===== src/led_scan_pkg.sv =====
// shared constants, types and helpers of the led decode and scan core
package led_scan_pkg;

	// clock rate and scan timing
	localparam int CLK_MHZ = 250;
	localparam int TICK_US = 1;
	localparam int TICK_CYCLES = CLK_MHZ * TICK_US;
	localparam int DIGIT_ON_US = 320;
	localparam int GAP_US = 10;
	localparam int GAP_MIN_US = 2;
	localparam int DIGIT_ON_TICKS = DIGIT_ON_US / TICK_US;
	localparam int GAP_TICKS = GAP_US / TICK_US;
	localparam int NUM_DIGITS = 8;

	// control word fields
	localparam int CW_ADDR_LSB = 0;
	localparam int CW_BANK = 3;
	localparam int CW_RUN = 4;
	localparam int CW_DECODE = 5;
	localparam int CW_HEX = 6;
	localparam int CW_DATA_COMING = 7;
	localparam logic [7:0] CTRL_RESET = 8'h00;

	// data word fields
	localparam int DATA_DP = 7;
	localparam int SEG_DP = 7;

	// display ram word: raw flag, decoded dp, bank b, bank a
	localparam int RAM_W = 10;
	localparam int RAM_RAW = 9;
	localparam int RAM_DP = 8;
	localparam logic [9:0] MASK_BANK_A = 10'h30f;
	localparam logic [9:0] MASK_BANK_B = 10'h3f0;
	localparam logic [9:0] MASK_RAW = 10'h2ff;

	// three level select input encoding
	localparam logic [1:0] FSS_HIGH = 2'h3;
	localparam logic [1:0] FSS_MID = 2'h1;
	localparam logic [1:0] FSS_LOW = 2'h0;

	typedef enum logic [1:0] {
		FMT_HEX = 2'h0,
		FMT_CODEB = 2'h1,
		FMT_RAW = 2'h3
	} fmt_type;

	typedef enum logic {
		SCAN_GAP = 1'b0,
		SCAN_ON = 1'b1
	} scan_state_type;

	// zero based digit index driven in each scan slot
	function automatic logic [2:0] digit_of_slot(input logic [2:0] slot);
		logic [2:0] d;
		d = 3'h0;
		unique case (slot)
			3'h0: d = 3'h1;
			3'h1: d = 3'h4;
			3'h2: d = 3'h0;
			3'h3: d = 3'h6;
			3'h4: d = 3'h7;
			3'h5: d = 3'h5;
			3'h6: d = 3'h3;
			3'h7: d = 3'h2;
		endcase
		return d;
	endfunction

endpackage


===== src/led_digit_ram.sv =====
// eight word display ram with masked write and registered read
`timescale 1ns/1ns
module led_digit_ram #(
	parameter int DEPTH = 8,
	parameter int WIDTH = 10
)
(
	input wire logic i_clk_sys,
	input wire logic i_rst_n,
	input wire logic i_wr_en,
	input wire logic [2:0] i_wr_addr,
	input wire logic [WIDTH-1:0] i_wr_data,
	input wire logic [WIDTH-1:0] i_wr_mask,
	input wire logic [2:0] i_rd_addr,
	output logic [WIDTH-1:0] o_rd_data
);
	logic [WIDTH-1:0] mem [DEPTH];

	// cleared by reset only, so contents survive shutdown
	always_ff @(posedge i_clk_sys or negedge i_rst_n)
	begin
		if (!i_rst_n)
		begin
			mem <= '{default: '0};
		end
		else if (i_wr_en)
		begin
			mem[i_wr_addr] <= (mem[i_wr_addr] & ~i_wr_mask)
				| (i_wr_data & i_wr_mask);
		end
	end

	always_ff @(posedge i_clk_sys or negedge i_rst_n)
	begin
		if (!i_rst_n)
		begin
			o_rd_data <= '0;
		end
		else
		begin
			o_rd_data <= mem[i_rd_addr];
		end
	end
endmodule


===== src/led_seg_decode.sv =====
// seven segment decoder for hex, alternate set and direct formats
`timescale 1ns/1ns
module led_seg_decode (
	input wire led_scan_pkg::fmt_type i_fmt,
	input wire logic [3:0] i_code,
	input wire logic [7:0] i_raw,
	input wire logic i_dp,
	output logic [7:0] o_seg
);
	import led_scan_pkg::*;

	// segment order g f e d c b a, one lights
	function automatic logic [6:0] seg_hex(input logic [3:0] c);
		logic [6:0] s;
		s = 7'h00;
		unique case (c)
			4'h0: s = 7'h3f;
			4'h1: s = 7'h06;
			4'h2: s = 7'h5b;
			4'h3: s = 7'h4f;
			4'h4: s = 7'h66;
			4'h5: s = 7'h6d;
			4'h6: s = 7'h7d;
			4'h7: s = 7'h07;
			4'h8: s = 7'h7f;
			4'h9: s = 7'h6f;
			4'ha: s = 7'h77;
			4'hb: s = 7'h7c;
			4'hc: s = 7'h39;
			4'hd: s = 7'h5e;
			4'he: s = 7'h79;
			4'hf: s = 7'h71;
		endcase
		return s;
	endfunction

	function automatic logic [6:0] seg_codeb(input logic [3:0] c);
		logic [6:0] s;
		s = 7'h00;
		unique case (c)
			4'ha: s = 7'h40;
			4'hb: s = 7'h79;
			4'hc: s = 7'h76;
			4'hd: s = 7'h38;
			4'he: s = 7'h73;
			4'hf: s = 7'h00;
			default: s = seg_hex(c);
		endcase
		return s;
	endfunction

	always_comb
	begin
		unique case (i_fmt)
			// bits 6..0 drive a b c e g f d, dp lit by a zero
			FMT_RAW: o_seg = {~i_raw[7], i_raw[2], i_raw[1], i_raw[3],
				i_raw[0], i_raw[4], i_raw[5], i_raw[6]};
			// decoded dp also lit by a zero, so an all ones word is dark in the alternate set, not in hex
			FMT_HEX: o_seg = {~i_dp, seg_hex(i_code)};
			FMT_CODEB: o_seg = {~i_dp, seg_codeb(i_code)};
			default: o_seg = 8'h00;
		endcase
	end
endmodule


===== src/led_scan_core.sv =====
// led display decode, data entry and multiplex scan core
`timescale 1ns/1ns
module led_scan_core #(
	parameter bit PARALLEL_VARIANT = 1'b0,
	parameter int TICK_LEN = led_scan_pkg::TICK_CYCLES,
	parameter int GAP_LEN = led_scan_pkg::GAP_TICKS,
	parameter int ON_LEN = led_scan_pkg::DIGIT_ON_TICKS
)
(
	input wire logic i_clk_sys,
	input wire logic i_rst_n,
	input wire logic i_write_n,
	input wire logic i_mode_select,
	input wire logic [7:0] i_input_data_lines,
	input wire logic [2:0] i_digit_address,
	input wire logic [1:0] i_format_shutdown_select,
	output logic [7:0] o_digit_strobe_outputs,
	output logic [7:0] o_segment_drive,
	output logic o_shutdown,
	output logic o_blanked
);
	import led_scan_pkg::*;

	typedef struct packed {
		logic wr_s1;
		logic wr_s2;
		logic wr_s3;
		logic mode_s1;
		logic mode_s2;
		logic [7:0] data_s1;
		logic [7:0] data_s2;
		logic [2:0] addr_s1;
		logic [2:0] addr_s2;
		logic [1:0] fss_s1;
		logic [1:0] fss_s2;
		logic hold_mode;
		logic [7:0] hold_data;
		logic [2:0] hold_addr;
		logic [7:0] ctrl;
		logic seq_active;
		logic [2:0] seq_cnt;
		logic locked;
		logic [15:0] presc;
		logic [15:0] ticks;
		scan_state_type state;
		logic [2:0] slot;
		logic [7:0] digit;
		logic [7:0] seg;
	} core_state_type;

	core_state_type r;
	core_state_type n;
	logic take;
	logic shut;
	logic decoded;
	logic bank_b;
	logic hex;
	logic tick;
	logic ram_we;
	logic [2:0] ram_wa;
	logic [RAM_W-1:0] ram_wd;
	logic [RAM_W-1:0] ram_wm;
	logic [RAM_W-1:0] ram_rd;
	logic [2:0] rd_digit;
	fmt_type fmt;
	logic [7:0] dec_seg;

	// write taken at the rising edge of the synchronised strobe
	assign take = r.wr_s2 && !r.wr_s3;
	assign shut = PARALLEL_VARIANT ? (r.fss_s2 == FSS_LOW)
		: !r.ctrl[CW_RUN];
	assign decoded = PARALLEL_VARIANT || r.ctrl[CW_DECODE];
	assign bank_b = !PARALLEL_VARIANT && r.ctrl[CW_BANK];
	assign hex = PARALLEL_VARIANT ? (r.fss_s2 == FSS_HIGH)
		: r.ctrl[CW_HEX];
	assign tick = (r.presc == 16'(TICK_LEN - 1));
	assign rd_digit = digit_of_slot(r.slot);

	// per word format: direct words only on the control variant
	always_comb
	begin
		if (ram_rd[RAM_RAW] && !PARALLEL_VARIANT)
		begin
			fmt = FMT_RAW;
		end
		else if (hex)
		begin
			fmt = FMT_HEX;
		end
		else
		begin
			fmt = FMT_CODEB;
		end
	end

	led_digit_ram #(
		.DEPTH(NUM_DIGITS),
		.WIDTH(RAM_W)
	) u_ram (
		.i_clk_sys(i_clk_sys),
		.i_rst_n(i_rst_n),
		.i_wr_en(ram_we),
		.i_wr_addr(ram_wa),
		.i_wr_data(ram_wd),
		.i_wr_mask(ram_wm),
		.i_rd_addr(rd_digit),
		.o_rd_data(ram_rd)
	);

	led_seg_decode u_dec (
		.i_fmt(fmt),
		.i_code(bank_b ? ram_rd[7:4] : ram_rd[3:0]),
		.i_raw(ram_rd[7:0]),
		.i_dp(ram_rd[RAM_DP]),
		.o_seg(dec_seg)
	);

	always_comb
	begin
		n = r;
		ram_we = 1'b0;
		ram_wa = 3'h0;
		ram_wd = '0;
		ram_wm = '0;
		// pin synchronisers
		n.wr_s1 = i_write_n;
		n.wr_s2 = r.wr_s1;
		n.wr_s3 = r.wr_s2;
		n.mode_s1 = i_mode_select;
		n.mode_s2 = r.mode_s1;
		n.data_s1 = i_input_data_lines;
		n.data_s2 = r.data_s1;
		n.addr_s1 = i_digit_address;
		n.addr_s2 = r.addr_s1;
		n.fss_s1 = i_format_shutdown_select;
		n.fss_s2 = r.fss_s1;
		// inputs followed while the strobe is low, held while it is high
		if (!r.wr_s2)
		begin
			n.hold_mode = r.mode_s2;
			n.hold_data = r.data_s2;
			n.hold_addr = r.addr_s2;
		end
		// ram word built from the held data
		if (decoded)
		begin
			ram_wd = {1'b0, r.hold_data[DATA_DP], r.hold_data[3:0],
				r.hold_data[3:0]};
			ram_wm = bank_b ? MASK_BANK_B : MASK_BANK_A;
		end
		else
		begin
			ram_wd = {1'b1, 1'b0, r.hold_data};
			ram_wm = MASK_RAW;
		end
		// data entry, independent of shutdown
		if (take)
		begin
			if (PARALLEL_VARIANT)
			begin
				ram_we = 1'b1;
				ram_wa = r.hold_addr;
			end
			else if (r.hold_mode)
			begin
				n.ctrl = r.hold_data;
				n.seq_active = r.hold_data[CW_DATA_COMING];
				n.seq_cnt = 3'h0;
				n.locked = 1'b0;
			end
			else if (r.seq_active)
			begin
				ram_we = 1'b1;
				ram_wa = r.seq_cnt;
				n.seq_cnt = r.seq_cnt + 3'h1;
				if (r.seq_cnt == 3'(NUM_DIGITS - 1))
				begin
					n.seq_active = 1'b0;
					n.locked = 1'b1;
				end
			end
			else if (!r.locked)
			begin
				ram_we = 1'b1;
				ram_wa = r.ctrl[CW_ADDR_LSB +: 3];
			end
		end
		// multiplex scan
		if (shut)
		begin
			n.presc = 16'h0000;
			n.ticks = 16'h0000;
			n.state = SCAN_GAP;
			n.slot = 3'h0;
		end
		else
		begin
			n.presc = tick ? 16'h0000 : r.presc + 16'h0001;
			if (tick)
			begin
				n.ticks = r.ticks + 16'h0001;
				unique case (r.state)
					SCAN_GAP:
					begin
						if (r.ticks == 16'(GAP_LEN - 1))
						begin
							n.state = SCAN_ON;
							n.ticks = 16'h0000;
						end
					end
					SCAN_ON:
					begin
						if (r.ticks == 16'(ON_LEN - 1))
						begin
							n.state = SCAN_GAP;
							n.ticks = 16'h0000;
							n.slot = r.slot + 3'h1;
						end
					end
				endcase
			end
		end
		// drive only inside the on window of a running, unblanked scan
		if (n.state == SCAN_ON && !shut && !n.seq_active)
		begin
			n.digit = 8'h01 << digit_of_slot(n.slot);
			n.seg = dec_seg;
		end
		else
		begin
			n.digit = 8'h00;
			n.seg = 8'h00;
		end
	end

	always_ff @(posedge i_clk_sys or negedge i_rst_n)
	begin
		if (!i_rst_n)
		begin
			r <= '0;
			r.wr_s1 <= 1'b1;
			r.wr_s2 <= 1'b1;
			r.wr_s3 <= 1'b1;
			r.ctrl <= CTRL_RESET;
		end
		else
		begin
			r <= n;
		end
	end

	assign o_digit_strobe_outputs = r.digit;
	assign o_segment_drive = r.seg;
	assign o_shutdown = shut;
	assign o_blanked = r.seq_active;
endmodule


===== config.mk =====
export PLATFORM = sky130hd
export DESIGN_NAME = led_scan_core
export DESIGN_NICKNAME = d
export VERILOG_FILES = /design/src/led_scan_pkg.sv /design/src/led_digit_ram.sv /design/src/led_seg_decode.sv /design/src/led_scan_core.sv
export SDC_FILE = /design/constraint.sdc
export NUM_CORES = 1
export LEC_CHECK = 0
export BUFFER_PORTS_ARGS = -buffer_cell sky130_fd_sc_hd__buf_2
export CAP_MARGIN = 15
export CORE_MARGIN = 5
export CORE_UTILIZATION = 35
export DETAILED_ROUTE_END_ITERATION = 12
export GPL_TIMING_DRIVEN = 0
export HOLD_SLACK_MARGIN = 0.03
export SLEW_MARGIN = 20
export SYNTH_ARGS = -nofsm -noshare
export SYNTH_HDL_FRONTEND = slang
export SYNTH_SLANG_ARGS = --single-unit

===== constraint.sdc =====
create_clock -name i_clk_sys -period 4.5 [get_ports i_clk_sys]
set_clock_uncertainty 0.05 [all_clocks]
set_input_delay 0.675 -clock i_clk_sys [delete_from_list [all_inputs] [get_ports i_clk_sys]]
set_output_delay 0.675 -clock i_clk_sys [all_outputs]
set_load 0.02 [all_outputs]

# After elaboration in Yosys (flattened, before gate mapping)
# Memory sizes are Yosys's and may differ from the RTL's.
# Index checks and enable logic that the tools add are counted.
[op_classes]
n_bitwise = 9
n_lt_le_gt_ge = 3
eq_ne = 13
reduce_logical = 13
n_mux = 39
shift = 1
addsub = 4
[ops]
columns = ["op", "count"]
rows = [
  ["80-bit bitwise mux", 1],
  ["10-bit binary-select mux with 3-bit select", 2],
  ["10-bit two-way mux", 6],
  ["7-bit one-hot mux with 6 select lines", 1],
  ["20-bit two-way mux", 2],
  ["36-bit two-way mux", 1],
  ["17-bit one-hot mux with 2 select lines", 1],
  ["16-bit by 1-bit adder with 16-bit output (second input constant)", 2],
  ["16-bit two-way mux", 2],
  ["10-bit demux with 3-bit select", 1],
  ["4-bit equality test (second input constant)", 6],
  ["8-bit one-hot mux with 3 select lines", 1],
  ["10-bit bitwise AND", 2],
  ["3-bit two-way mux", 6],
  ["17-bit two-way mux", 1],
  ["16-bit by 4-bit equality test with 1-bit output (second input constant)", 1],
  ["16-bit by 8-bit equality test with 1-bit output (second input constant)", 1],
  ["16-bit by 9-bit equality test with 1-bit output (second input constant)", 1],
  ["5-bit two-way mux", 3],
  ["10-bit NOT", 1],
  ["10-bit bitwise OR", 1],
  ["9-bit two-way mux", 1],
  ["4-bit >= comparator (second input constant)", 2],
  ["8-bit two-way mux", 1],
  ["18 further kinds", 35],
]
[word_totals]
word_cells = 114
in_bits = 17
rom_bits = 272
regBits = 185
memories = 4
output_inout_bits = 18
[memory_table]
columns = ["name", "words", "word_bits", "rd", "rd_clocked_by_memory_dff", "wr", "line_no", "source"]
rows = [
  ["(name not given)", 16, 7, 1, 0, 0, "led_seg_decode.sv:16", "unique case (c)"],
  ["(name not given)", 16, 7, 1, 0, 0, "led_seg_decode.sv:16", ""],
  ["(name not given)", 8, 3, 1, 0, 0, "led_scan_pkg.sv:56", "unique case (slot)"],
  ["(name not given)", 8, 3, 1, 0, 0, "led_scan_pkg.sv:56", ""],
]

# Logic depth before layout (Yosys ltp)
# Gate-level depths: netlist (run 1).
[logic_depth]
ltp_word = 11
mapped_depth = 11
depth_no_buf = 9

# Cells and area by module
# From an unflattened synthesis (run 1), not the netlist that was laid out.
[hier_totals]
hier_cells = 864
area_unflattened_um2 = 10093.4
[by_module_without_submodules]
columns = ["mod", "area_each_um2", "instances", "seq_area_each_um2", "cells_each"]
rows = [
  ["led_digit_ram", 5292.6, 1, 2252.2, 403],
  ["led_scan_core", 4281.6, 1, 2356.0, 386],
  ["led_seg_decode", 519.2, 1, 0.0, 75],
]

# Worst setup path before layout (run 1)
# OpenSTA, ideal clock, no wires.
[synth_timing]
path_kind = "register to register"
start = "register r[16] (netlist bit)"
end = "register u_ram.o_rd_data[0]"
path_stages_with_launch = 8
period_less_slack_ns = 2.615
required_ns = 4.325
setup_slack_ns = 1.885
t_arrival_ns = 2.440
setup_ns = 0.125
path_buffers = 2
cell_sequence = "dfrtp_1 -> clkbuf_1 -> inv_1 -> ha_1 -> o21ai_0 -> buf_1 -> mux4_2 -> mux2_2"
[synth_between]
elab_chain_len = 5
[synth_lines]
columns = ["item", "line_no", "source"]
rows = [
  ["start, declared", "led_scan_core.sv:51", "core_state_type r;"],
  ["start signal, assigned", "led_scan_core.sv:248", "r <= n;"],
  ["memory 8 x 3 bit", "n/a", ""],
  ["3-bit NOT with 4-bit output (not written as such)", "led_digit_ram.sv:41", "o_rd_data <= mem[i_rd_addr];"],
  ["10-bit binary-select mux with 3-bit select", "led_digit_ram.sv:41", ""],
  ["10-bit two-way mux (not written as such) (2 in a row)", "led_digit_ram.sv:41", ""],
  ["end signal, assigned", "led_digit_ram.sv:41", ""],
  ["end, declared", "led_digit_ram.sv:15", "output logic [WIDTH-1:0] o_rd_data"],
]
# No other way between the ends. The select of a mux whose other input is x is not followed.
# A chain may end at the register's enable or synchronous reset.

# Worst setup path in the final report (run 1)
[layout_timing]
start = "register r (netlist bit n[105])"
end = "register u_ram.mem[13] (netlist bit)"
[layout_between]
elab_chain_len = 9
word_cells_on_any_way = 15
cone_classes = "order compare (2); mux (8); bitwise (3); reduce/logical (2)"
[layout_lines]
columns = ["item", "line_no", "source"]
rows = [
  ["1-bit logical AND *", "led_scan_core.sv:69", "assign take = r.wr_s2 && !r.wr_s3;"],
  ["3-bit two-way mux", "led_scan_core.sv:157", "if (take)"],
  ["3-bit NOT with 4-bit output", "led_digit_ram.sv:28", "mem[i_wr_addr] <= (mem[i_wr_addr] & ~i_wr_mask)"],
  ["10-bit binary-select mux with 3-bit select", "led_digit_ram.sv:28", ""],
  ["10-bit two-way mux (not written as such) (2 in a row)", "led_digit_ram.sv:28", ""],
  ["10-bit bitwise AND", "led_digit_ram.sv:28", ""],
  ["10-bit bitwise OR", "led_digit_ram.sv:29", "| (i_wr_data & i_wr_mask);"],
  ["80-bit bitwise mux", "led_digit_ram.sv:28", ""],
  ["end signal, assigned by index", "led_digit_ram.sv:28", ""],
  ["end, declared", "led_digit_ram.sv:17", "logic [WIDTH-1:0] mem [DEPTH];"],
]
# Mark *: on every way between the ends. The rest lies on a longest branch, timed or not. The select of a mux whose other input is x is not followed.

==> summary by stage, run 1 <==
Synthesis
The Yosys warning count is 0. Counting distinct cell types in the post-synthesis netlist gives 74. Counting instances in the post-synthesis netlist gives the leading cell types as sky130_fd_sc_hd__dfrtp_1 (181), sky130_fd_sc_hd__mux2_2 (98), sky130_fd_sc_hd__nor2_1 (63).

The sequential-to-total area share from yosys stat is 0.4927. The per-instance average area after synthesis is 11.58 um^2. Counting flops with an async set or reset pin after synthesis yields a share of 1.000.

The total standard cell area after synthesis is 9353 um^2. Counting every instance in the synthesized netlist gives 808. The total nets after synthesis is 838. The most common cell in the netlist is sky130_fd_sc_hd__dfrtp_1. sky130_fd_sc_hd__dfrtp_1 takes more of the synthesized area than any other cell.

Yosys mapped a number of flops with a built-in enable equal to 0. For this run, the leading register cell type out of synthesis is sky130_fd_sc_hd__dfrtp_1. By area the synthesized netlist is led by sky130_fd_sc_hd__dfrtp_1 (48%), sky130_fd_sc_hd__mux2_2 (12%), sky130_fd_sc_hd__mux4_2 (4.8%). The share of synthesized area in the top cell type comes to 0.4843. The count of state elements after synthesis is 184.

Detailed routing
The DRC violation count after routing is 0. After the first detailed-routing iteration, the DRC count stood at 619. The total vias in the final route is 6,483. The average detailed-routed wire length per instance is 18.27 um. The routed wire length is 22,010 um.

In this run the remaining antenna-violating nets after routing total 0. The length of the first detailed-routing pass in iterations is 6. In the routed layout, each cell is associated on average with a via count of 5.380.

STA
The number of endpoints failing setup at the final stage is 0. In the post-route analysis, the smallest setup slack over all paths is 1.095 ns. The final count of pins violating max slew came to 0. Of the available clock period, the critical path in the final layout requires 0.7567. The clock period could shrink to 3.405 ns. Setup repair after global routing left no endpoint under its margin. The final setup TNS is 0 ns. The maximum clock rate is 293.7 MHz.

The slew at the pin closest to its max-slew limit is 1.154 ns. The remaining max-slew budget at the tightest pin is 0.2268. The final hold violation count is 0. The worst hold margin is 0.1605 ns.

GRT
The first global-routing pass estimated 35,760 um of wire. The number of antenna violations at the first check in global routing was 0. For this run, the total global-route usage over all layers was measured as 0.1472. The number of global-route vias before repair is 6,418. After global routing the overflow that remains totals 0. Entering global routing, the biggest net connects 94 pins.

Floorplanning
In this run the count of I/O pins placed on the die edge is 35. The number of core rows is 59. The chip height is 173.5 um. The core area is 26,210 um^2. The die extent in x is 173.5 um. The area of the die is 30,090 um^2. The initial utilization of the core area, before any placement, comes to 0.3569.

Setup path
The nature of the critical path startpoint is a flip-flop. The worst setup path is of the reg2reg kind. Of all nets on the critical path, the largest fanout is 10. The data arrival time at the worst-slack endpoint is 3.67 ns.

The endpoint class of the critical path is a flip-flop. STA puts the critical path data required time at 4.77 ns.

Outcome
The flow ran to the end, and the final reports show no timing, DRC or antenna violations.

CTS
The clock latency at the later pin of the worst-skew pair is 0.44 ns. The TritonCTS clock tree is built. The longest clock path from root to sink contains 2 buffers. In this run the clock root is driven by a sky130_fd_sc_hd__clkbuf_16. The buffer count from post-CTS setup fixing is 0.

Clock tree synthesis found a total of 184 sinks. Post-CTS repair changed the size of 0 cells. The CTS buffer count is 17. The number of H-tree branching levels is 4. After clock tree synthesis, the flow added hold-fix buffers numbering 0.

Clock-pin slew was measured on the worst setup and hold paths at 0.08 ns.

Placed design
The congestion estimate from routability-driven global placement came to 0.8685. The pre-CTS worst setup slack is 1.181 ns. The HPWL after detailed placement is 14,860 um. Summing all placed instances gives a cell area of 9958 um^2. In this run the tool buffered the top-level ports with 29 buffer cells.

Power and ir drop
Across the VDD grid, the largest voltage drop is 0.0002781 V. The leakage power summed over all cells is 4.549 nW. The final total power is 5.197 mW.

The power density over the cells is 493.4 nW/um^2.

Cells and area
The area of all placed cells without fillers is 10,530 um^2. Fill cells in the final layout number 2,495. The total inserted antenna cells is 0. The total number of nets in the final design is 887. The fraction of layout cells with a size suffix above 1 is 0.2678. The growth of design area from synthesis to finish is 12.63%.

Run
Max-cap violations in this run came to 0.

Worst hold path
The path class of the tightest hold or removal check is in2async.
## through the flow
step	util	std cells
6_report	0.4020	1205
5_1_grt	0.4020	1205
4_1_cts	0.4020	1205
3_5_place_dp	0.3800	1173
3_3_place_gp	0.3784	1172
2_1_floorplan	-	808
## critical path, stage by stage, from the launching register on
cell and delay (ns):
sky130_fd_sc_hd__dfstp_2 0.56, sky130_fd_sc_hd__nor2b_1 0.33, sky130_fd_sc_hd__clkbuf_1 0.48, sky130_fd_sc_hd__nand3_1 0.47, sky130_fd_sc_hd__nor2_1 0.97, sky130_fd_sc_hd__mux2_2 0.43
## sequential cells by signal, indices dropped and copies added, names as in the netlist
register	count
u_ram.mem	80
r	63
n	11
u_ram.o_rd_data	10
o_digit_strobe_outputs	8
o_segment_drive	8
bank_b	1
decoded	1
hex	1
o_blanked	1
## per-layer routing
layer | wire, um | part of all wire | up-vias | GRT usage
li1 | - | - | 3052 | -
met5 | 0 | 0 | - | 0
met1 | 10220 | 0.46 | 3251 | 0.2018
met2 | 10290 | 0.47 | 156 | 0.2353
met3 | 1153 | 0.052 | 24 | 0.03555
met4 | 346 | 0.016 | 0 | 0.03891
## where the power goes
group | internal [mW] | total [mW] | switching (mW)
combinational | 0.653 | 1.48 | 0.829
clock | 0.745 | 1.49 | 0.742
sequential | 1.97 | 2.23 | 0.263
total | 3.36 | 5.20 | 1.83
## cell families (layout without fill, tap and decap cells)
| logic type | Yosys count | in the layout | synth area share |
|---|---|---|---|
| simple gates | 239 | 239 | 0.1378 |
| xor+xnor | 26 | 26 | 0.02435 |
| compound gates | 136 | 136 | 0.1019 |
| mux | 139 | 139 | 0.1886 |
| buf+inv | 71 | 133 | 0.03719 |
| fa+ha+maj | 13 | 13 | 0.01739 |
| flops | 184 | 184 | 0.4927 |
## final timing paths
check                      startpoint             to  slack [ns]  cells after the start
setup reg to reg               n[105]  u_ram.mem[13]        1.09                      5
min in group i_clk_sys      i_write_n         n[106]        0.28                      1
hold / removal                i_rst_n          r[33]        0.16                      1
max in group asynchronous     i_rst_n         r[105]        3.33                      2
setup / recovery               n[105]  u_ram.mem[13]        1.09                      5
hold reg to reg                 n[90]          r[90]        0.30                      0
## layout by cell type, fill, tap and decap left out, types with 20 or more instances in the layout
master	n
sky130_fd_sc_hd__nand2_1	50
sky130_fd_sc_hd__o21ai_0	34
sky130_fd_sc_hd__mux2i_1	20
sky130_fd_sc_hd__mux2_2	98
sky130_fd_sc_hd__clkbuf_1	20
sky130_fd_sc_hd__buf_2	38
sky130_fd_sc_hd__dfrtp_1	181
sky130_fd_sc_hd__mux4_2	20
sky130_fd_sc_hd__nor2_1	63
sky130_fd_sc_hd__a21oi_1	22
sky130_fd_sc_hd__nand3_1	21
## final cells by class
cell class / instances / area, um^2 / share of cell area
buffer: 53 / 280.3 / 0.02661
clock buffer: 17 / 425.4 / 0.04038
clock inverter: 15 / 150.1 / 0.01425
inverter: 18 / 67.56 / 0.006414
multi-input combinational: 553 / 4400 / 0.4177
sequential: 184 / 4608 / 0.4375
tap: 335 / 419.2 / 0.03979
timing repair buffer: 30 / 182.7 / 0.01734
(Power assumes the default switching activity.)
==> run 2, diff against run 1 <==
- ABC_AREA: not set -> 1
- clock period: 4.5 -> 3.15 ns (I/O delays scaled with it)
==> run 2 against run 1 <==
Against the previous run:
- worst hold slack worse by 0.089 ns
- sequential share of layout area shrank 2.3 points
- combinational power is 28% higher
- non-clock buffer count increased by 4
==> summary by stage, run 2 <==
GRT
The wire length of the first global-routing pass is 41,930 um (+17%). The pin count of the biggest net entering global routing was 93 (-1.1%). The number of global-route vias before repair is 8,008 (+25%).

The overflow left after global routing is 0 (unchanged). The number of antenna violations at the first check in global routing is 1 (+1). The overall global routing resource usage is 0.1680 (+0.02082).

STA
The maximum clock rate is 356.4 MHz (+21%). The slew at the pin closest to its max-slew limit is 0.6942 ns (-0.4593 ns). The number of endpoints failing setup at the final stage is 0 (unchanged). The worst hold margin is 0.07120 ns (-0.08934 ns).

The time the final worst path needs with I/O delays and setup was 2.806 ns (-0.5998 ns). Setup repair after global routing left no endpoint under its margin. The final count of pins violating max slew was 0 (unchanged).

The share of the clock period used by the worst path after layout is 0.8907 (+0.1339). The remaining max-slew budget at the tightest pin is 0.5372 (+0.3104). The final hold violation count is 0 (unchanged).

Power and ir drop
The internal cell power came to 4.673 mW (+39%). The leakage power summed over all cells was 5.578 nW (+23%). The power density over the cells is 651.4 nW/um^2 (+32%).

The clock share of power is 0.320 (+0.034). The net switching power is 2.574 mW (+40%). The worst ir drop on vdd is 0.0003828 V (+38%). The share of total power consumed by net switching is 0.3552 (+0.002330). The share of total power in sequential cells is 0.419 (-0.010). The final total power is 7.247 mW (+39%). The part of the power in combinational logic was 0.261 (-0.024).

Synthesis
The sequential-to-total area share from yosys stat is 0.4701 (-0.02258). The count of state elements after synthesis is 184 (unchanged). The share of Yosys cell area claimed by the top area cell type is 0.4621 (-0.02219). The share of synthesized flip-flops with an asynchronous set or reset is 1.000 (unchanged). The Yosys warning count is 0 (unchanged). sky130_fd_sc_hd__nand2_1 is the most common cell in the netlist.

The per-instance average area after synthesis was 7.761 um^2 (-33%). The total nets after synthesis is 1,293 (+54%). The number of flops mapped to enable cells by yosys is 0 (unchanged). The count of distinct cell types in the synthesized netlist is 46 (-38%). Counting instances in the post-synthesis netlist gives the leading cell types as sky130_fd_sc_hd__nand2_1 (371), sky130_fd_sc_hd__dfrtp_1 (181), sky130_fd_sc_hd__inv_1 (132). The synthesized design spends more area on one cell type than any other, namely sky130_fd_sc_hd__dfrtp_1. Among all flip-flop cells after synthesis, the most frequent one is sky130_fd_sc_hd__dfrtp_1. The total standard cell area after synthesis was 9802 um^2 (+4.8%). By area the synthesized netlist is led by sky130_fd_sc_hd__dfrtp_1 (46%), sky130_fd_sc_hd__nand2_1 (14%), sky130_fd_sc_hd__nand3_1 (5.9%). The cell count after synthesis was 1,263 (+56%).

Floorplanning
The area of the die is 31,450 um^2 (+4.5%). The starting utilization of the core area is 0.3538 (-0.003096). The die extent in x is 177.4 um (+2.2%).

The core area is 27,710 um^2 (+5.7%). The number of core rows was 61 (+3.4%). The chip height came to 177.4 um (+2.2%). The number of top-level pins is 35 (unchanged).

Setup path
The worst setup path is captured at a flip-flop. The count of cells along the worst register-to-register path was 10 (+5). The cell family contributing the most delay on the critical path is buffers and inverters. The setup path with the least slack is of type reg2reg. The critical path goes through inv_1 -> ha_1 -> nand2_1 -> nand2_1 -> inv_2 -> clkbuf_1 -> nor2_1 -> o22ai_1 -> nor2_1 -> a31oi_1. The endpoint required time on the critical path is 3.40 ns (-1.37 ns). The highest net fanout along the worst path is 10 (unchanged).

The delay of the slowest cell on the worst path was 0.51 ns (-0.46 ns). The startpoint identified for the worst register-to-register timing path is r[16]. The slack of the worst reg-to-reg path is 0.34 ns (-0.75 ns). The most critical setup path has its endpoint at u_ram.o_rd_data[8].

The number of gates on the worst path with buffers counted came to 10 (+5). The data arrival time at the worst-slack endpoint came to 3.06 ns (-0.61 ns). The worst reg2reg path endpoint is u_ram.o_rd_data[8]. The nature of the critical path startpoint is a flip-flop.

In this run the worst setup path begins at r[16]. The combined buffer and inverter count along the critical path was 3 (+2). For this design, the slowest cell found on the critical path is sky130_fd_sc_hd__clkbuf_1.

Detailed routing
The total vias in the final route is 8,458 (+30%). The DRC violation count after routing is 0 (unchanged). The length of the first detailed-routing pass in iterations is 7 (+1). The average detailed-routed wire length per instance is 15.08 um (-17%). The final antenna-violating net count is 0 (unchanged). The routed wire length was 25,710 um (+17%). The via count normalized by instance count is 4.961 (-7.8%). The DRC marker count from the first detailed-route iteration is 694 (+12%).

CTS
The register clock-pin slew on the reported worst setup and hold paths is 0.08 ns (about the same). The CTS root buffer is sky130_fd_sc_hd__clkbuf_16. The buffer count from post-CTS setup fixing is 0 (unchanged). The CTS buffer count came to 17 (unchanged). The number of H-tree branching levels is 4 (unchanged).

The buffer levels on the longest clock path is 2 (unchanged). The clock latency at the later pin of the worst-skew pair was 0.44 ns (about the same). TritonCTS built the clock tree.

The clock sink count was 184 (unchanged).

Cells and area
More flip-flops sit in one register than any other, and that register is u_ram.mem. Leaving out fill and tap cells, the most frequent cells in the layout are sky130_fd_sc_hd__nand2_1 (371), sky130_fd_sc_hd__dfrtp_1 (181), sky130_fd_sc_hd__inv_1 (132). The total inserted antenna cells is 0 (unchanged). The number of flip-flops under the largest register name is 80 (unchanged). The total number of nets in the final design is 1,344 (+52%). The most common cell after layout, fill and taps aside is sky130_fd_sc_hd__nand2_1. The fraction of layout cells with a size suffix above 1 is 0.1176 (-0.1503). From synthesis to final layout, the design area changed by 13.49%.

Placed design
The HPWL after detailed placement was 18,700 um (+26%). The routability congestion estimate from global placement is 0.8920 (+2.7%). The count of port buffers added during placement was 29 (unchanged).

Worst hold path
The class of the most critical hold timing path is in2reg.

Run
The count of maximum capacitance violations is 0 (unchanged).

Outcome
The run finished with clean final reports.
run 2: cell families (layout without fill, tap and decap cells):
group / after synthesis / count (layout) / synth area share
adder cells (fa/ha/maj): 13 / 13 / 0.01659
AO/OA/AOI/OAI: 198 / 198 / 0.1159
XOR/XNOR: 8 / 8 / 0.007149
flip-flops: 184 / 184 / 0.4701
buffers and inverters: 201 / 265 / 0.09089
AND/OR/NAND/NOR: 659 / 659 / 0.2993
run 2: how the worst min path moves through the flow:
stage,from,to,cells after the start
after floorplan,i_rst_n,bank_b,0
after global placement,n[90],r[90],0
after detailed placement,i_rst_n,n[88],1
after CTS,i_write_n,n[106],1
after global routing,i_write_n,n[106],1
final,i_write_n,n[106],1
run 2: layout make-up:
| class | count | area, um^2 |
|---|---|---|
| buffer | 55 | 332.8 |
| clock buffer | 17 | 425.4 |
| clock inverter | 15 | 203.9 |
| fill | 2856 | 16580 |
| inverter | 146 | 558.0 |
| multi-input combinational | 878 | 4303 |
| sequential | 184 | 4608 |
| tap | 378 | 473.0 |
| timing repair buffer | 32 | 220.2 |
run 2: through the flow:
stage	utilization	std cells	TNS, ns	instance area, um^2	setup WS, ns
after floorplan	-	1263	0	9802	0.9879
after global placement	0.3761	1670	-276.88	10420	-1.545
after detailed placement	0.3784	1672	0	10490	0.3675
after CTS	0.4015	1705	0	11120	0.3344
after global routing	0.4015	1705	0	11120	0.2340
final	0.4015	1705	0	11120	0.3444
run 2: what timing repair did:
item,CTS,global route
hold buffers,1,0
gates resized for setup,0,0
endpoints found under the hold margin,1,0
run 2: layer usage:
metal  up-vias  GRT usage  routed length, um
li1       4161          -                  -
met1      4042     0.2350              12170
met2       222     0.2743              11930
met3        33    0.02706               1199
met4         0    0.04189                409
met5         -          0                  0
run 2: power by group through the flow:
stage / clock (mW) / combinational (mW) / sequential (mW)
final: 2.32 / 1.89 / 3.03
after floorplan: 0 / 1.38 / 2.99
after CTS: 2.37 / 1.89 / 3.03
after global placement: 0 / 1.86 / 3.07
after detailed placement: 0 / 1.89 / 3.08
after global routing: 2.47 / 2.16 / 3.08
